$ cat config.mk
export PLATFORM = sky130hd
export DESIGN_NAME = mow_decoder
export DESIGN_NICKNAME = d
export VERILOG_FILES = /design/src/core/mow_pkg.sv /design/src/core/mow_decoder.sv
export SDC_FILE = /design/constraint.sdc
export NUM_CORES = 1
export LEC_CHECK = 0
export BUFFER_PORTS_ARGS = -buffer_cell sky130_fd_sc_hd__buf_4
export CAP_MARGIN = 20
export CELL_PAD_IN_SITES_DETAIL_PLACEMENT = 1
export CELL_PAD_IN_SITES_GLOBAL_PLACEMENT = 2
export CORE_MARGIN = 4
export CORE_UTILIZATION = 31
export DETAILED_ROUTE_END_ITERATION = 8
export PLACE_DENSITY_LB_ADDON = 0.1
export SLEW_MARGIN = 20
export SYNTH_ARGS = -nofsm -noshare
export SYNTH_HDL_FRONTEND = slang
export SYNTH_SLANG_ARGS = --single-unit
$ cat constraint.sdc
create_clock -name clk -period 3.4 [get_ports clk]
set_input_delay 0 -clock clk [delete_from_list [all_inputs] [get_ports clk]]
set_output_delay 0 -clock clk [all_outputs]
set_load 0.05 [all_outputs]
$ cat src/core/mow_pkg.sv
// Constants and types for the selector and option write decoder
package mow_pkg;
    localparam int          OP_W           = 12;
    localparam int          DATA_W         = 8;
    localparam int          ADDR_W         = 4;

    // Opcode patterns
    localparam logic [7:0]  OP_LIT_SEL_HI  = 8'h05;   // 0000 0101 kkkk
    localparam logic [11:0] OP_ACC_SEL     = 12'h043; // 0000 0100 0011
    localparam logic [11:0] OP_ACC_OPT     = 12'h002; // 0000 0000 0010
    localparam logic [7:0]  OP_PORT_XFR_HI = 8'h00;   // 0000 0000 ffff
    localparam logic [3:0]  PORT_FIRST     = 4'h5;
    localparam logic [3:0]  PORT_LAST      = 4'h9;

    // Selector values that name control register kinds
    localparam logic [7:0]  SEL_LEVEL      = 8'h1d;
    localparam logic [7:0]  SEL_PULLUP     = 8'h1e;
    localparam logic [7:0]  SEL_DIRECTION  = 8'h1f;

    // Upper selector nibble to access type
    localparam logic [3:0]  ACC_WRITE_HI   = 4'h1;
    localparam logic [3:0]  ACC_XCHG_HI    = 4'h0;

    // Register word indices
    localparam logic [3:0]  REG_SELECTOR   = 4'h0;
    localparam logic [3:0]  REG_OPTION     = 4'h1;
    localparam logic [3:0]  REG_LAST_XFR   = 4'h2;

    // Reset values
    localparam logic [7:0]  SELECTOR_RST   = 8'h00;
    localparam logic [7:0]  OPTION_RST     = 8'h00;

    typedef enum logic [1:0] {
        MOW_KIND_OTHER,
        MOW_KIND_LEVEL,
        MOW_KIND_PULLUP,
        MOW_KIND_DIRECTION
    } mow_kind_t;

    typedef enum logic [1:0] {
        MOW_ACC_READ,
        MOW_ACC_WRITE,
        MOW_ACC_XCHG
    } mow_access_t;
endpackage

$ cat src/core/mow_decoder.sv
// Decoder for selector load, option load and port control targeting
//
// Operation
// - Literal form loads selector low nibble
// - Literal form keeps selector upper nibble
// - Accumulator form loads selector, accumulator kept
// - Accumulator form writes all eight bits
// - Whole selector picks control register
// - Whole selector is the target pointer
// - 1Dh level, 1Eh pullup, 1Fh direction
// - Option load copies accumulator, accumulator kept
// - Port field 5 to 9 selects A to E
// - Selector decides read, write or exchange
//
// The address-and-strobe port and the register addresses were decided locally.
module mow_decoder
    import mow_pkg::*;
(
    input  wire logic              clk,           // Core clock
    input  wire logic              reset,         // Sync reset, high
    input  wire logic              ce,            // Clock enable
    input  wire logic              instr_valid,   // Opcode present
    input  wire logic [OP_W-1:0]   instr_op,      // Opcode word
    input  wire logic [DATA_W-1:0] acc_in,        // Accumulator value
    input  wire logic [ADDR_W-1:0] reg_addr,      // Register index
    input  wire logic [DATA_W-1:0] reg_wdata,     // Register write data
    input  wire logic              reg_wr,        // Write strobe
    input  wire logic              reg_rd,        // Read strobe
    output logic      [DATA_W-1:0] reg_rdata,     // Read data, next cycle
    output logic      [DATA_W-1:0] selector,      // Selector register
    output logic      [DATA_W-1:0] option,        // Counter option reg
    output logic                   instr_done,    // Instruction retired
    output logic                   flags_we,      // Status flag write
    output logic                   xfr_valid,     // Port transfer issued
    output logic      [2:0]        xfr_port,      // Port 0=A .. 4=E
    output logic      [DATA_W-1:0] xfr_pointer,   // Target pointer
    output mow_kind_t              xfr_kind,      // Control reg kind
    output mow_access_t            xfr_access     // Transfer access
);
    logic [DATA_W-1:0] selector_q;
    logic [DATA_W-1:0] option_q;
    logic [DATA_W-1:0] rdata_q;
    logic              done_q;
    logic              flags_we_q;
    logic              xfr_valid_q;
    logic [2:0]        xfr_port_q;
    logic [DATA_W-1:0] xfr_pointer_q;
    mow_kind_t         xfr_kind_q;
    mow_access_t       xfr_access_q;

    logic              dec_lit_sel;
    logic              dec_acc_sel;
    logic              dec_acc_opt;
    logic              dec_xfr;
    mow_kind_t         kind_d;
    mow_access_t       access_d;

    assign dec_lit_sel = instr_valid && instr_op[11:4] == OP_LIT_SEL_HI;
    assign dec_acc_sel = instr_valid && instr_op == OP_ACC_SEL;
    assign dec_acc_opt = instr_valid && instr_op == OP_ACC_OPT;
    assign dec_xfr     = instr_valid && instr_op[11:4] == OP_PORT_XFR_HI
                         && instr_op[3:0] >= PORT_FIRST
                         && instr_op[3:0] <= PORT_LAST;

    // Kind follows the whole pointer; other values left to later logic
    always_comb begin
        unique case (selector_q)
            SEL_LEVEL:     kind_d = MOW_KIND_LEVEL;
            SEL_PULLUP:    kind_d = MOW_KIND_PULLUP;
            SEL_DIRECTION: kind_d = MOW_KIND_DIRECTION;
            default:       kind_d = MOW_KIND_OTHER;
        endcase
    end

    always_comb begin
        if (selector_q[7:4] == ACC_WRITE_HI) begin
            access_d = MOW_ACC_WRITE;
        end else if (selector_q[7:4] == ACC_XCHG_HI) begin
            access_d = MOW_ACC_XCHG;
        end else begin
            access_d = MOW_ACC_READ;
        end
    end

    // Instruction beats a same-cycle software write: the program owns it
    always_ff @(posedge clk) begin
        if (reset) begin
            selector_q <= SELECTOR_RST;
        end else if (ce) begin
            if (dec_lit_sel) begin
                selector_q[3:0] <= instr_op[3:0];
            end else if (dec_acc_sel) begin
                selector_q <= acc_in;
            end else if (reg_wr && reg_addr == REG_SELECTOR) begin
                selector_q <= reg_wdata;
            end
        end
    end

    always_ff @(posedge clk) begin
        if (reset) begin
            option_q <= OPTION_RST;
        end else if (ce) begin
            if (dec_acc_opt) begin
                option_q <= acc_in;
            end else if (reg_wr && reg_addr == REG_OPTION) begin
                option_q <= reg_wdata;
            end
        end
    end

    // Accumulator is input only, so it can never be disturbed here
    always_ff @(posedge clk) begin
        if (reset) begin
            done_q     <= 1'b0;
            flags_we_q <= 1'b0;
        end else if (ce) begin
            done_q     <= dec_lit_sel | dec_acc_sel | dec_acc_opt;
            flags_we_q <= 1'b0;
        end
    end

    // Transfer sees the selector before any same-cycle update
    always_ff @(posedge clk) begin
        if (reset) begin
            xfr_valid_q   <= 1'b0;
            xfr_port_q    <= 3'h0;
            xfr_pointer_q <= SELECTOR_RST;
            xfr_kind_q    <= MOW_KIND_OTHER;
            xfr_access_q  <= MOW_ACC_READ;
        end else if (ce) begin
            xfr_valid_q <= dec_xfr;
            if (dec_xfr) begin
                xfr_port_q    <= 3'(instr_op[3:0] - PORT_FIRST);
                xfr_pointer_q <= selector_q;
                xfr_kind_q    <= kind_d;
                xfr_access_q  <= access_d;
            end
        end
    end

    // Read data stand one cycle only; unmapped reads return zero
    always_ff @(posedge clk) begin
        if (reset) begin
            rdata_q <= 8'h00;
        end else if (ce) begin
            rdata_q <= 8'h00;
            if (reg_rd) begin
                unique case (reg_addr)
                    REG_SELECTOR: rdata_q <= selector_q;
                    REG_OPTION:   rdata_q <= option_q;
                    REG_LAST_XFR: rdata_q <= {1'b0, xfr_access_q,
                                              xfr_kind_q, xfr_port_q};
                    default:      rdata_q <= 8'h00;
                endcase
            end
        end
    end

    assign reg_rdata   = rdata_q;
    assign selector    = selector_q;
    assign option      = option_q;
    assign instr_done  = done_q;
    assign flags_we    = flags_we_q;
    assign xfr_valid   = xfr_valid_q;
    assign xfr_port    = xfr_port_q;
    assign xfr_pointer = xfr_pointer_q;
    assign xfr_kind    = xfr_kind_q;
    assign xfr_access  = xfr_access_q;
endmodule

## After elaboration in Yosys (flattened, before gate mapping)

Cells that the tools add are included.

| word-level totals | value |
|---|---|
| register bits | 41 |
| latch bits | 0 |
| RAM bits | 0 |
| ROM bits | 0 |
| memories kept | 0 |

| operators by class | value |
|---|---|
| $add $sub $neg | 1 |
| multiply operators | 0 |
| div/mod/pow operators | 0 |
| $lt $le $gt $ge | 2 |
| eq/ne operators | 9 |
| shift-type cells | 0 |
| muxes and demuxes | 10 |
| bitwise gates (word level) | 3 |
| reductions and logical operators | 18 |

Operator list:

| cell | number |
|---|---|
| 8-bit two-way mux | 5 |
| 8-bit by 5-bit == test with 1-bit output (second input constant) | 3 |
| 8-bit one-hot mux with 3 select lines | 1 |
| 12-bit by 2-bit == test with 1-bit output (second input constant) | 1 |
| 12-bit by 7-bit == test with 1-bit output (second input constant) | 1 |
| 4-bit by 1-bit == test with 1-bit output (second input constant) | 2 |
| 8-bit by 3-bit == test with 1-bit output (second input constant) | 1 |
| 1-bit logical AND | 8 |
| 4-bit logical NOT | 2 |
| 8-bit logical NOT | 1 |
| 2-bit one-hot mux with 3 select lines | 1 |
| 2-bit AND reduction | 3 |
| 4-bit by 2-bit == test with 1-bit output (second input constant) | 1 |
| 4-bit by 3-bit >= comparator with 1-bit output (second input constant) | 1 |
| 4-bit less-or-equal comparator (second input constant) | 1 |
| 2-bit two-way mux | 2 |
| 4-bit two-way mux | 1 |
| 2-bit nonzero test | 2 |
| 3-bit AND reduction | 1 |
| 3-bit nonzero test | 1 |
| 3-bit subtractor (second input constant) | 1 |
| 1-bit bitwise OR | 2 |
| 1-bit NOT | 1 |

## Logic depth before layout (Yosys ltp)

Gate-level depths: netlist of run 1.

| depth | value |
|---|---|
| word-level depth | 5 |
| depth in mapped cells | 7 |
| depth with buffers taken out | 6 |

## Least setup slack after synthesis of run 1

Ideal clock, no wire load.

| timing path | value |
|---|---|
| path kind | reg-to-reg |
| start | reg selector_q[4] (netlist: selector[4]) |
| end | reg xfr_kind_q[0] (netlist: xfr_kind[0]) |
| data arrival time | 1.682 ns |
| required time | 3.330 ns |
| path slack | 1.647 ns |
| stages on the path, launching flop included | 5 |
| path buffers | 0 |
| period minus slack after synthesis | 1.753 ns |
| path through | dfxtp_1 > nor4b_1 > nand4_1 > or3_1 > a21oi_1 |

| between the ends | value |
|---|---|
| longest elaborated chain between the ends | 2 |
| elaborated cells on any way between the ends | 4 |
| those cells by class | eq/ne (3); mux (1) |

Ends and longest elaborated chain:

| element | RTL line | RTL |
|---|---|---|
| start, declared | mow_decoder.sv:40 | `logic [DATA_W-1:0] selector_q;` |
| start signal, assigned | mow_decoder.sv:93 | `selector_q <= acc_in;` |
| start signal, assigned | mow_decoder.sv:95 | `selector_q <= reg_wdata;` |
| 8-bit by 5-bit == test with 1-bit output | mow_decoder.sv:67 | `unique case (selector_q)` |
| 2-bit one-hot mux with 3 select lines * | mow_decoder.sv:67 |  |
| end signal, assigned | mow_decoder.sv:136 | `xfr_kind_q <= kind_d;` |
| end, declared | mow_decoder.sv:48 | `mow_kind_t xfr_kind_q;` |

Every way passes the cells marked *; elsewhere a longest branch is shown, timed or not.
A chain may end at the register's enable or synchronous reset.

## Worst setup path after layout of run 1

Same ends and word-level chain as after synthesis.

==> results by group, run 1 <==
Synth
  • Register bit count reported by yosys: slightly above 40
  • Synth Area per Inst: 8.602 um^2
  • Post-Synthesis Cells: 272
  • Synth unique cells: 49
  • Synth Flop Type: dfxtp_1
  • EDFF count, synth: 0
  • YS warnings: 0
  • Post-synthesis sequential area ratio: a little over a third
  • Ys async rst share: 0%
  • Syn nets: 314
  • Post-Syn Area: ~2300 um^2

Clock network
  • Post-CTS sizing: 0
  • Reg clk slew, reported paths: around 100 ps
  • Post-CTS Hold Buffers: 0
  • CTS Buf Count: 5
  • CTS sink cnt: 41
  • Clock root buffer: clkbuf_8
  • Setup repair bufs after CTS: 0
  • CTS tree: built
  • Worst-Skew Late Latency: 310 ps
  • Clk buf depth: 2
  • Htree depth: 2

GRT
  • Initial antenna violation count: 0
  • GRT Total Usage: 19.56%
  • Vias in the first global route: 2535
  • Largest net degree at the start of global routing: 39
  • First-pass GRT wire length: between 10000 and 15000 um
  • GRT overflow: 0

Power and ir drop
  • Pwr Total: 1.040 mW
  • Pwr Density: 336.0 nW/um^2
  • Leakage Power: 1.163 nW
  • VDD IR max: around 0.12 mV

Min path
  • Worst min-delay path class: primary input to register

Layout
  • Area grow syn2layout: 32.25%
  • Share of cells above drive strength 1: 27.73%
  • Commonest non-fill, non-tap cell in the layout: buf_4
  • Final net count: 380
  • Most frequent cells in the layout: buf_4 (80), dfxtp_1 (41), a21oi_1 (29)
  • N_diodes: 0
  • Layout Utilization: between 40% and 50%

Timing
  • Setup-failing EPs final: 0
  • Endpoints failing hold: 0
  • Clock Skews: a little under 10 ps
  • Final min period: between 1500 and 2000 ps
  • Normalized max-slew margin: 37.99%
  • Worst slew pin tran: 926.8 ps
  • Worst setup margin: between 1500 and 2000 ps
  • Min Hold Slack: 11.96 ps
  • Final Max Tran Viols: 0
  • Max Fclk: approximately 580 MHz
  • Unrepaired setup endpoints after global routing: no
  • Setup TNS: 0 ps
  • Tcrit/Tclk final: a little over 50%

Flow run
  • Max-Cap Viols: 0

Placement
  • Port bufs: 78
  • Setup WS pre-CTS: between 1000 and 1500 ps
  • Routability Congestion: between 0.7 and 0.8
  • Final HPWL DP: 6132 um

Setup path
  • Worst path max stage delay: 570 ps
  • Slowest CP cell: dfxtp_1
  • Worst path depth: 4
  • Max Fanout on Critical Path: 8
  • WP buf/inv: 0
  • CP Capture Type: register
  • Kind of critical path: register to register
  • Terminus of the critical flop-to-flop path: xfr_kind[0]
  • CP Capture Point: xfr_kind[0]
  • FF-to-FF Start: selector[4]
  • Required @ worst endpoint: 3640 ps
  • Reg2Reg Depth: 4
  • CP delay by family, top: simple AND/OR/NAND/NOR gates
  • CP startpoint: selector[4]
  • WP data arrival: a little under 2000 ps
  • Crit start category: register
  • Reg2Reg Setup Slack: 1680 ps
  • Critical path, cell by cell: nor4b_1 > nand4_1 > or3_1 > a21oi_1

Floorplan
  • I/O pin count: 80
  • Rows: 31
  • Die footprint: roughly 9000 um^2
  • Die width: ~95 um
  • Core area: 7292 um^2
  • Starting Density: 32.09%
  • Die height: ~95 um

Routing
  • Vias/cell: 5.470
  • Final wirelength: 8340 um
  • First drt pass iteration count: 4
  • 1st-iter DRT viols: 100
  • DRC Markers: 0
  • Routed WL per cell: 19.04 um
  • Detailed-route via count: 2396
  • Final ANT Viol Nets: 0

Status
  • Outcome: completed
## kinds of logic after synthesis
kind of cell,synth area share (%)
adder cells (fa/ha/maj),2.139
other,0.1603
multiplexers,8.556
AND/OR/NAND/NOR,19.14
AO/OA/AOI/OAI,28.88
XOR/XNOR,1.123
buffers and inverters,4.920
flip-flops,35.08
## registers in the layout (all words and copies together), names as in the netlist
register	flops
instr_done	1
reg_rdata	8
option	8
xfr_access	2
xfr_valid	1
xfr_pointer	8
xfr_kind	2
xfr_port	3
selector	8
## Yosys cell counts (2+ instances only)
master | instances | area, um^2
o2bb2ai_1 | 7 | 61.31
o21ai_0 | 19 | 95.09
o2111ai_1 | 3 | 26.28
o311ai_0 | 4 | 35.03
nor4_4 | 2 | 42.54
nand4_1 | 2 | 12.51
nor3b_1 | 5 | 37.54
o32a_1 | 2 | 20.02
dfxtp_1 | 41 | 820.8
mux2i_1 | 20 | 200.2
o22ai_1 | 5 | 31.28
a31oi_1 | 2 | 12.51
a21oi_1 | 29 | 145.1
ha_1 | 4 | 50.05
xnor2_1 | 2 | 17.52
a41oi_1 | 5 | 43.79
and3_1 | 2 | 12.51
inv_1 | 8 | 30.03
or3_1 | 3 | 18.77
and2_1 | 2 | 12.51
o2111a_1 | 2 | 22.52
nor2b_1 | 13 | 81.33
nand2_1 | 4 | 15.01
nand2b_1 | 2 | 12.51
buf_1 | 2 | 7.510
nor2_1 | 17 | 63.81
a211oi_1 | 16 | 120.1
clkbuf_1 | 16 | 60.06
buf_2 | 2 | 10.01
nand3_1 | 12 | 60.06
## worst reg2reg max path, delay by kind of cell (launching register included)
family,cells,cell delay (ps)
DFF,1,570
AOI/OAI and AO/OA,1,140
and+or+nand+nor,3,940
## worst min-delay path by stage
stage | start | end | slack, ps | depth (start not counted)
floorplan | instr_op[2] | selector[2] | 180 | 2
global placement | reg_wdata[4] | selector[4] | 310 | 3
detailed placement | reg_wdata[6] | selector[6] | 330 | 3
CTS | reg_wdata[5] | selector[5] | 20 | 3
global route | reg_wdata[0] | selector[0] | 40 | 3
finish | reg_wdata[6] | selector[6] | 10 | 3
## per-stage QoR
stage	instance area [um^2]	instances
floorplan	2340	272
global placement	2979	430
detailed placement	2979	430
CTS	3094	438
global route	3094	438
finish	3094	438
## final cells by class
type                       count  area [um^2]
clock buffer                   5        68.82
inverter                       8        30.03
tap                           99        123.9
sequential                    41        820.8
timing repair buffer          80        600.6
fill                         907         4198
clock inverter                 3        46.29
multi-input combinational    202         1404
## metal layers
metal  GRT usage (%)  share of wire, %  up-vias
li1                -                 -     1161
met1           27.15                47     1168
met2           32.30                48       63
met3           2.709               4.8        4
met4           3.966              0.61        0
met5               0                 0        -
## power breakdown
| part | switching, mW | internal (mW) | total, mW | leakage [nW] |
|---|---|---|---|---|
| sequential | 0.00458 | 0.482 | 0.487 | 0.330 |
| clock | 0.203 | 0.220 | 0.423 | 0.0543 |
| combinational | 0.0758 | 0.0538 | 0.130 | 0.778 |
| total | 0.283 | 0.756 | 1.04 | 1.16 |
No activity file was read; power rests on OpenSTA's default activity.
==> inputs of run 2 (changes only) <==
ABC_AREA = 1   (was not set)
CORE_UTILIZATION = 25   (was 31)
clock period = 1.7 ns   (was 3.4 ns; I/O delays follow)
==> results by group, run 2 <==
Placement
  • Placed Cells: 588 (+37%)
  • Final HPWL DP: 6667 um (+8.7%)
  • Port bufs: 78 (unchanged)
  • Setup WS pre-CTS: 95.95 ps (-1322 ps)
  • Placed Instance Area: 3108 um^2 (+4.3%)
  • Routability Congestion: 0.7393 (-2.8%)

Layout
  • N_diodes: 0 (unchanged)
  • Final net count: 509 (+34%)
  • Most frequent cells in the layout: nand2_1 (119), buf_4 (81), nor2_1 (74)
  • Final Cell Area: 3234 um^2 (+4.5%)
  • Share of cells above drive strength 1: 24.79% (-2.9 points)
  • Commonest non-fill, non-tap cell in the layout: nand2_1
  • Non-Filler Instances: 597 (+36%)
  • Area grow syn2layout: 34.50%

Clock network
  • CTS tree: built
  • Reg clk slew, reported paths: 90 ps (about the same)
  • Post-CTS sizing: 0 (unchanged)
  • Clock root buffer: clkbuf_8
  • Clk buf depth: 2 (unchanged)
  • Htree depth: 2 (unchanged)
  • CTS sink cnt: 41 (unchanged)
  • CTS Buf Count: 5 (unchanged)
  • Worst-Skew Late Latency: 290 ps (-20 ps)
  • Setup repair bufs after CTS: 0 (unchanged)

Timing
  • Max Fclk: 778.2 MHz
  • Final Max Tran Viols: 0 (unchanged)
  • Clock Skews: 6.497 ps (-3.299 ps)
  • Normalized max-slew margin: 59.18% (+21 points)
  • Final min period: 1285 ps
  • Tcrit/Tclk final: 75.59%
  • Unrepaired setup endpoints after global routing: no
  • Worst slew pin tran: 612.4 ps (-314.4 ps)
  • Setup TNS: 0 ps (unchanged)
  • Worst setup margin: 414.9 ps (-1267 ps)
  • Setup-failing EPs final: 0 (unchanged)
  • Endpoints failing hold: 0 (unchanged)

Setup path
  • Reg2Reg Depth: 6 (+2)
  • Critical path, cell by cell: buf_4 > inv_1 > ha_1 > inv_1 > nand2_1 > nand2_1 > nand2_1 > inv_1 > nor2_4 > nand2_2 > clkinv_2 > nor2_1 > nor2_1
  • Required @ worst endpoint: 1890 ps (-1750 ps)
  • Slowest CP cell: ha_1
  • WP buf/inv: 5 (+5)
  • FF-to-FF Start: selector[3]
  • Terminus of the critical flop-to-flop path: xfr_kind[1]
  • Kind of critical path: primary input to register
  • CP Capture Type: register
  • CP delay by family, top: simple AND/OR/NAND/NOR gates
  • Max Fanout on Critical Path: 14 (+6)
  • Reg2Reg Setup Slack: 470 ps (-1210 ps)
  • WP data arrival: 1470 ps (-490 ps)
  • Worst path max stage delay: 240 ps (-330 ps)
  • Crit start category: primary input

Routing
  • First drt pass iteration count: 4 (unchanged)
  • 1st-iter DRT viols: 96 (-4.0%)
  • Detailed-route via count: 2566 (+7.1%)
  • DRC Markers: 0 (unchanged)
  • Final ANT Viol Nets: 0 (unchanged)
  • Final wirelength: 8146 um (-2.3%)
  • Vias/cell: 4.298 (-21%)
  • Routed WL per cell: 13.64 um (-28%)

Flow run
  • Max-Cap Viols: 0 (unchanged)

Power and ir drop
  • Clock power frac: 40.2% (-0.5 points)
  • Comb power frac: 13.1% (+0.6 points)
  • Sw Pwr: 0.5276 mW (+86%)
  • Pwr Density: 644.3 nW/um^2 (+92%)
  • Seq pwr share: 46.8% (about the same)
  • Leakage Power: 1.607 nW (+38%)
  • Internal Power: 1.556 mW (+110%)
  • VDD IR max: 0.2636 mV (+120%)
  • Sw frac: 25.32% (-1.9 points)

Min path
  • Hold Path Depth: 5 (+2)
  • WHS Endpoint: option[1]
  • Worst min-delay path class: primary input to register
  • Hold Startpoint: reg_wdata[1]

Synth
  • Syn nets: 429 (+37%)
  • Post-synth top area share: 34.13% (-0.95 points)
  • Synth area leader: dfxtp_1
  • Post-synthesis sequential area ratio: 34.13% (-0.95 points)
  • Ys async rst share: 0% (unchanged)
  • Synth unique cells: 28 (-43%)
  • YS warnings: 0 (unchanged)
  • Synth Flop Type: dfxtp_1
  • Top post-synthesis cells by area: dfxtp_1 (34%), nand2_1 (19%), nor2_1 (12%)
  • Commonest cells post-synth: nand2_1 (119), nor2_1 (74), inv_1 (42)
  • Synth Area per Inst: 6.214 um^2 (-28%)
  • Register bit count reported by yosys: 41 (unchanged)
  • Most numerous cell in the Yosys netlist: nand2_1
  • EDFF count, synth: 0 (unchanged)
  • Post-Synthesis Cells: 387 (+42%)
  • Post-Syn Area: 2405 um^2 (+2.8%)

Status
  • Outcome: completed

GRT
  • Largest net degree at the start of global routing: 29 (-26%)
  • Vias in the first global route: 2721 (+7.3%)
  • First-pass GRT wire length: 13230 um (-2.5%)
  • GRT overflow: 0 (unchanged)
  • Initial antenna violation count: 0 (unchanged)
  • GRT Total Usage: 14.74% (-4.8 points)

Floorplan
  • Die width: 106.1 um (+12%)
  • Rows: 35 (+13%)
  • I/O pin count: 80 (unchanged)
  • Die footprint: 11250 um^2 (+25%)
  • Core area: 9284 um^2 (+27%)
  • Starting Density: 25.90% (-6.2 points)
  • Die height: 106.1 um (+12%)
-- run 2: logic make-up after synthesis --
| group | synth area share [%] |
|---|---|
| AO/OA/AOI/OAI | 8.897 |
| XOR/XNOR | 0.3643 |
| adder cells (fa/ha/maj) | 2.081 |
| buffers and inverters | 10.15 |
| flip-flops | 34.13 |
| other | 0.1559 |
| AND/OR/NAND/NOR | 44.22 |
-- run 2: stage by stage --
| step | power, mW | utilization (%) | hold WS (ps) |
|---|---|---|---|
| after floorplan | 1.140 | - | 69.07 |
| after global placement | 1.271 | 33.48 | 295.3 |
| after detailed placement | 1.273 | 33.48 | 305.0 |
| after CTS | 2.112 | 34.84 | 74.15 |
| after global routing | 2.171 | 34.84 | 95.38 |
| final | 2.084 | 34.84 | 68.51 |
-- run 2: layout make-up --
| class | instances | area [um^2] |
|---|---|---|
| timing repair buffer | 82 | 618.1 |
| inverter | 47 | 177.7 |
| clock buffer | 7 | 86.33 |
| multi-input combinational | 290 | 1340 |
| clock inverter | 1 | 30.03 |
| fill | 1248 | 6050 |
| tap | 129 | 161.4 |
| sequential | 41 | 820.8 |
-- run 2: power groups by stage --
stage,clock network [mW],logic (mW),registers (mW)
2_1_floorplan,0,0.123,1.02
3_3_place_gp,0,0.274,0.997
3_5_place_dp,0,0.276,0.997
4_1_cts,0.859,0.278,0.975
5_1_grt,0.890,0.305,0.976
6_report,0.837,0.272,0.974
-- run 2: worst max path at each step --
stage / start / to / slack [ps] / depth (start not counted)
2_1_floorplan: selector[1] / xfr_kind[0] / 340 / 6
3_3_place_gp: instr_op[0] / xfr_port[1] / 180 / 13
3_5_place_dp: instr_op[0] / xfr_pointer[6] / 100 / 13
4_1_cts: instr_op[0] / xfr_port[2] / 410 / 13
5_1_grt: instr_op[0] / xfr_port[1] / 210 / 13
6_report: instr_op[0] / xfr_pointer[3] / 410 / 13
-- run 2: timing repair --
action / 4_1_cts / 5_1_grt
hold endpoints to repair: 12 / 0
hold buffers: 1 / 0
endpoints found under the setup margin: 0 / 0
-- run 2: layer usage --
| metal | vias to the layer above | part of all wire, % | track usage [%] | wire [um] |
|---|---|---|---|---|
| met2 | 60 | 46 | 25.00 | 3767 |
| met1 | 1153 | 47 | 18.69 | 3804 |
| met4 | 0 | 1.8 | 4.348 | 144 |
| met5 | - | 0 | 0 | 0 |
| li1 | 1346 | - | - | - |
| met3 | 7 | 5.3 | 3.279 | 430 |
-- run 2: tightest hold or removal path, stage by stage --
cell and delay (ps):
buf_4 90, nand2_1 40, o21ai_1 70, nor2_1 50, nor2_1 80
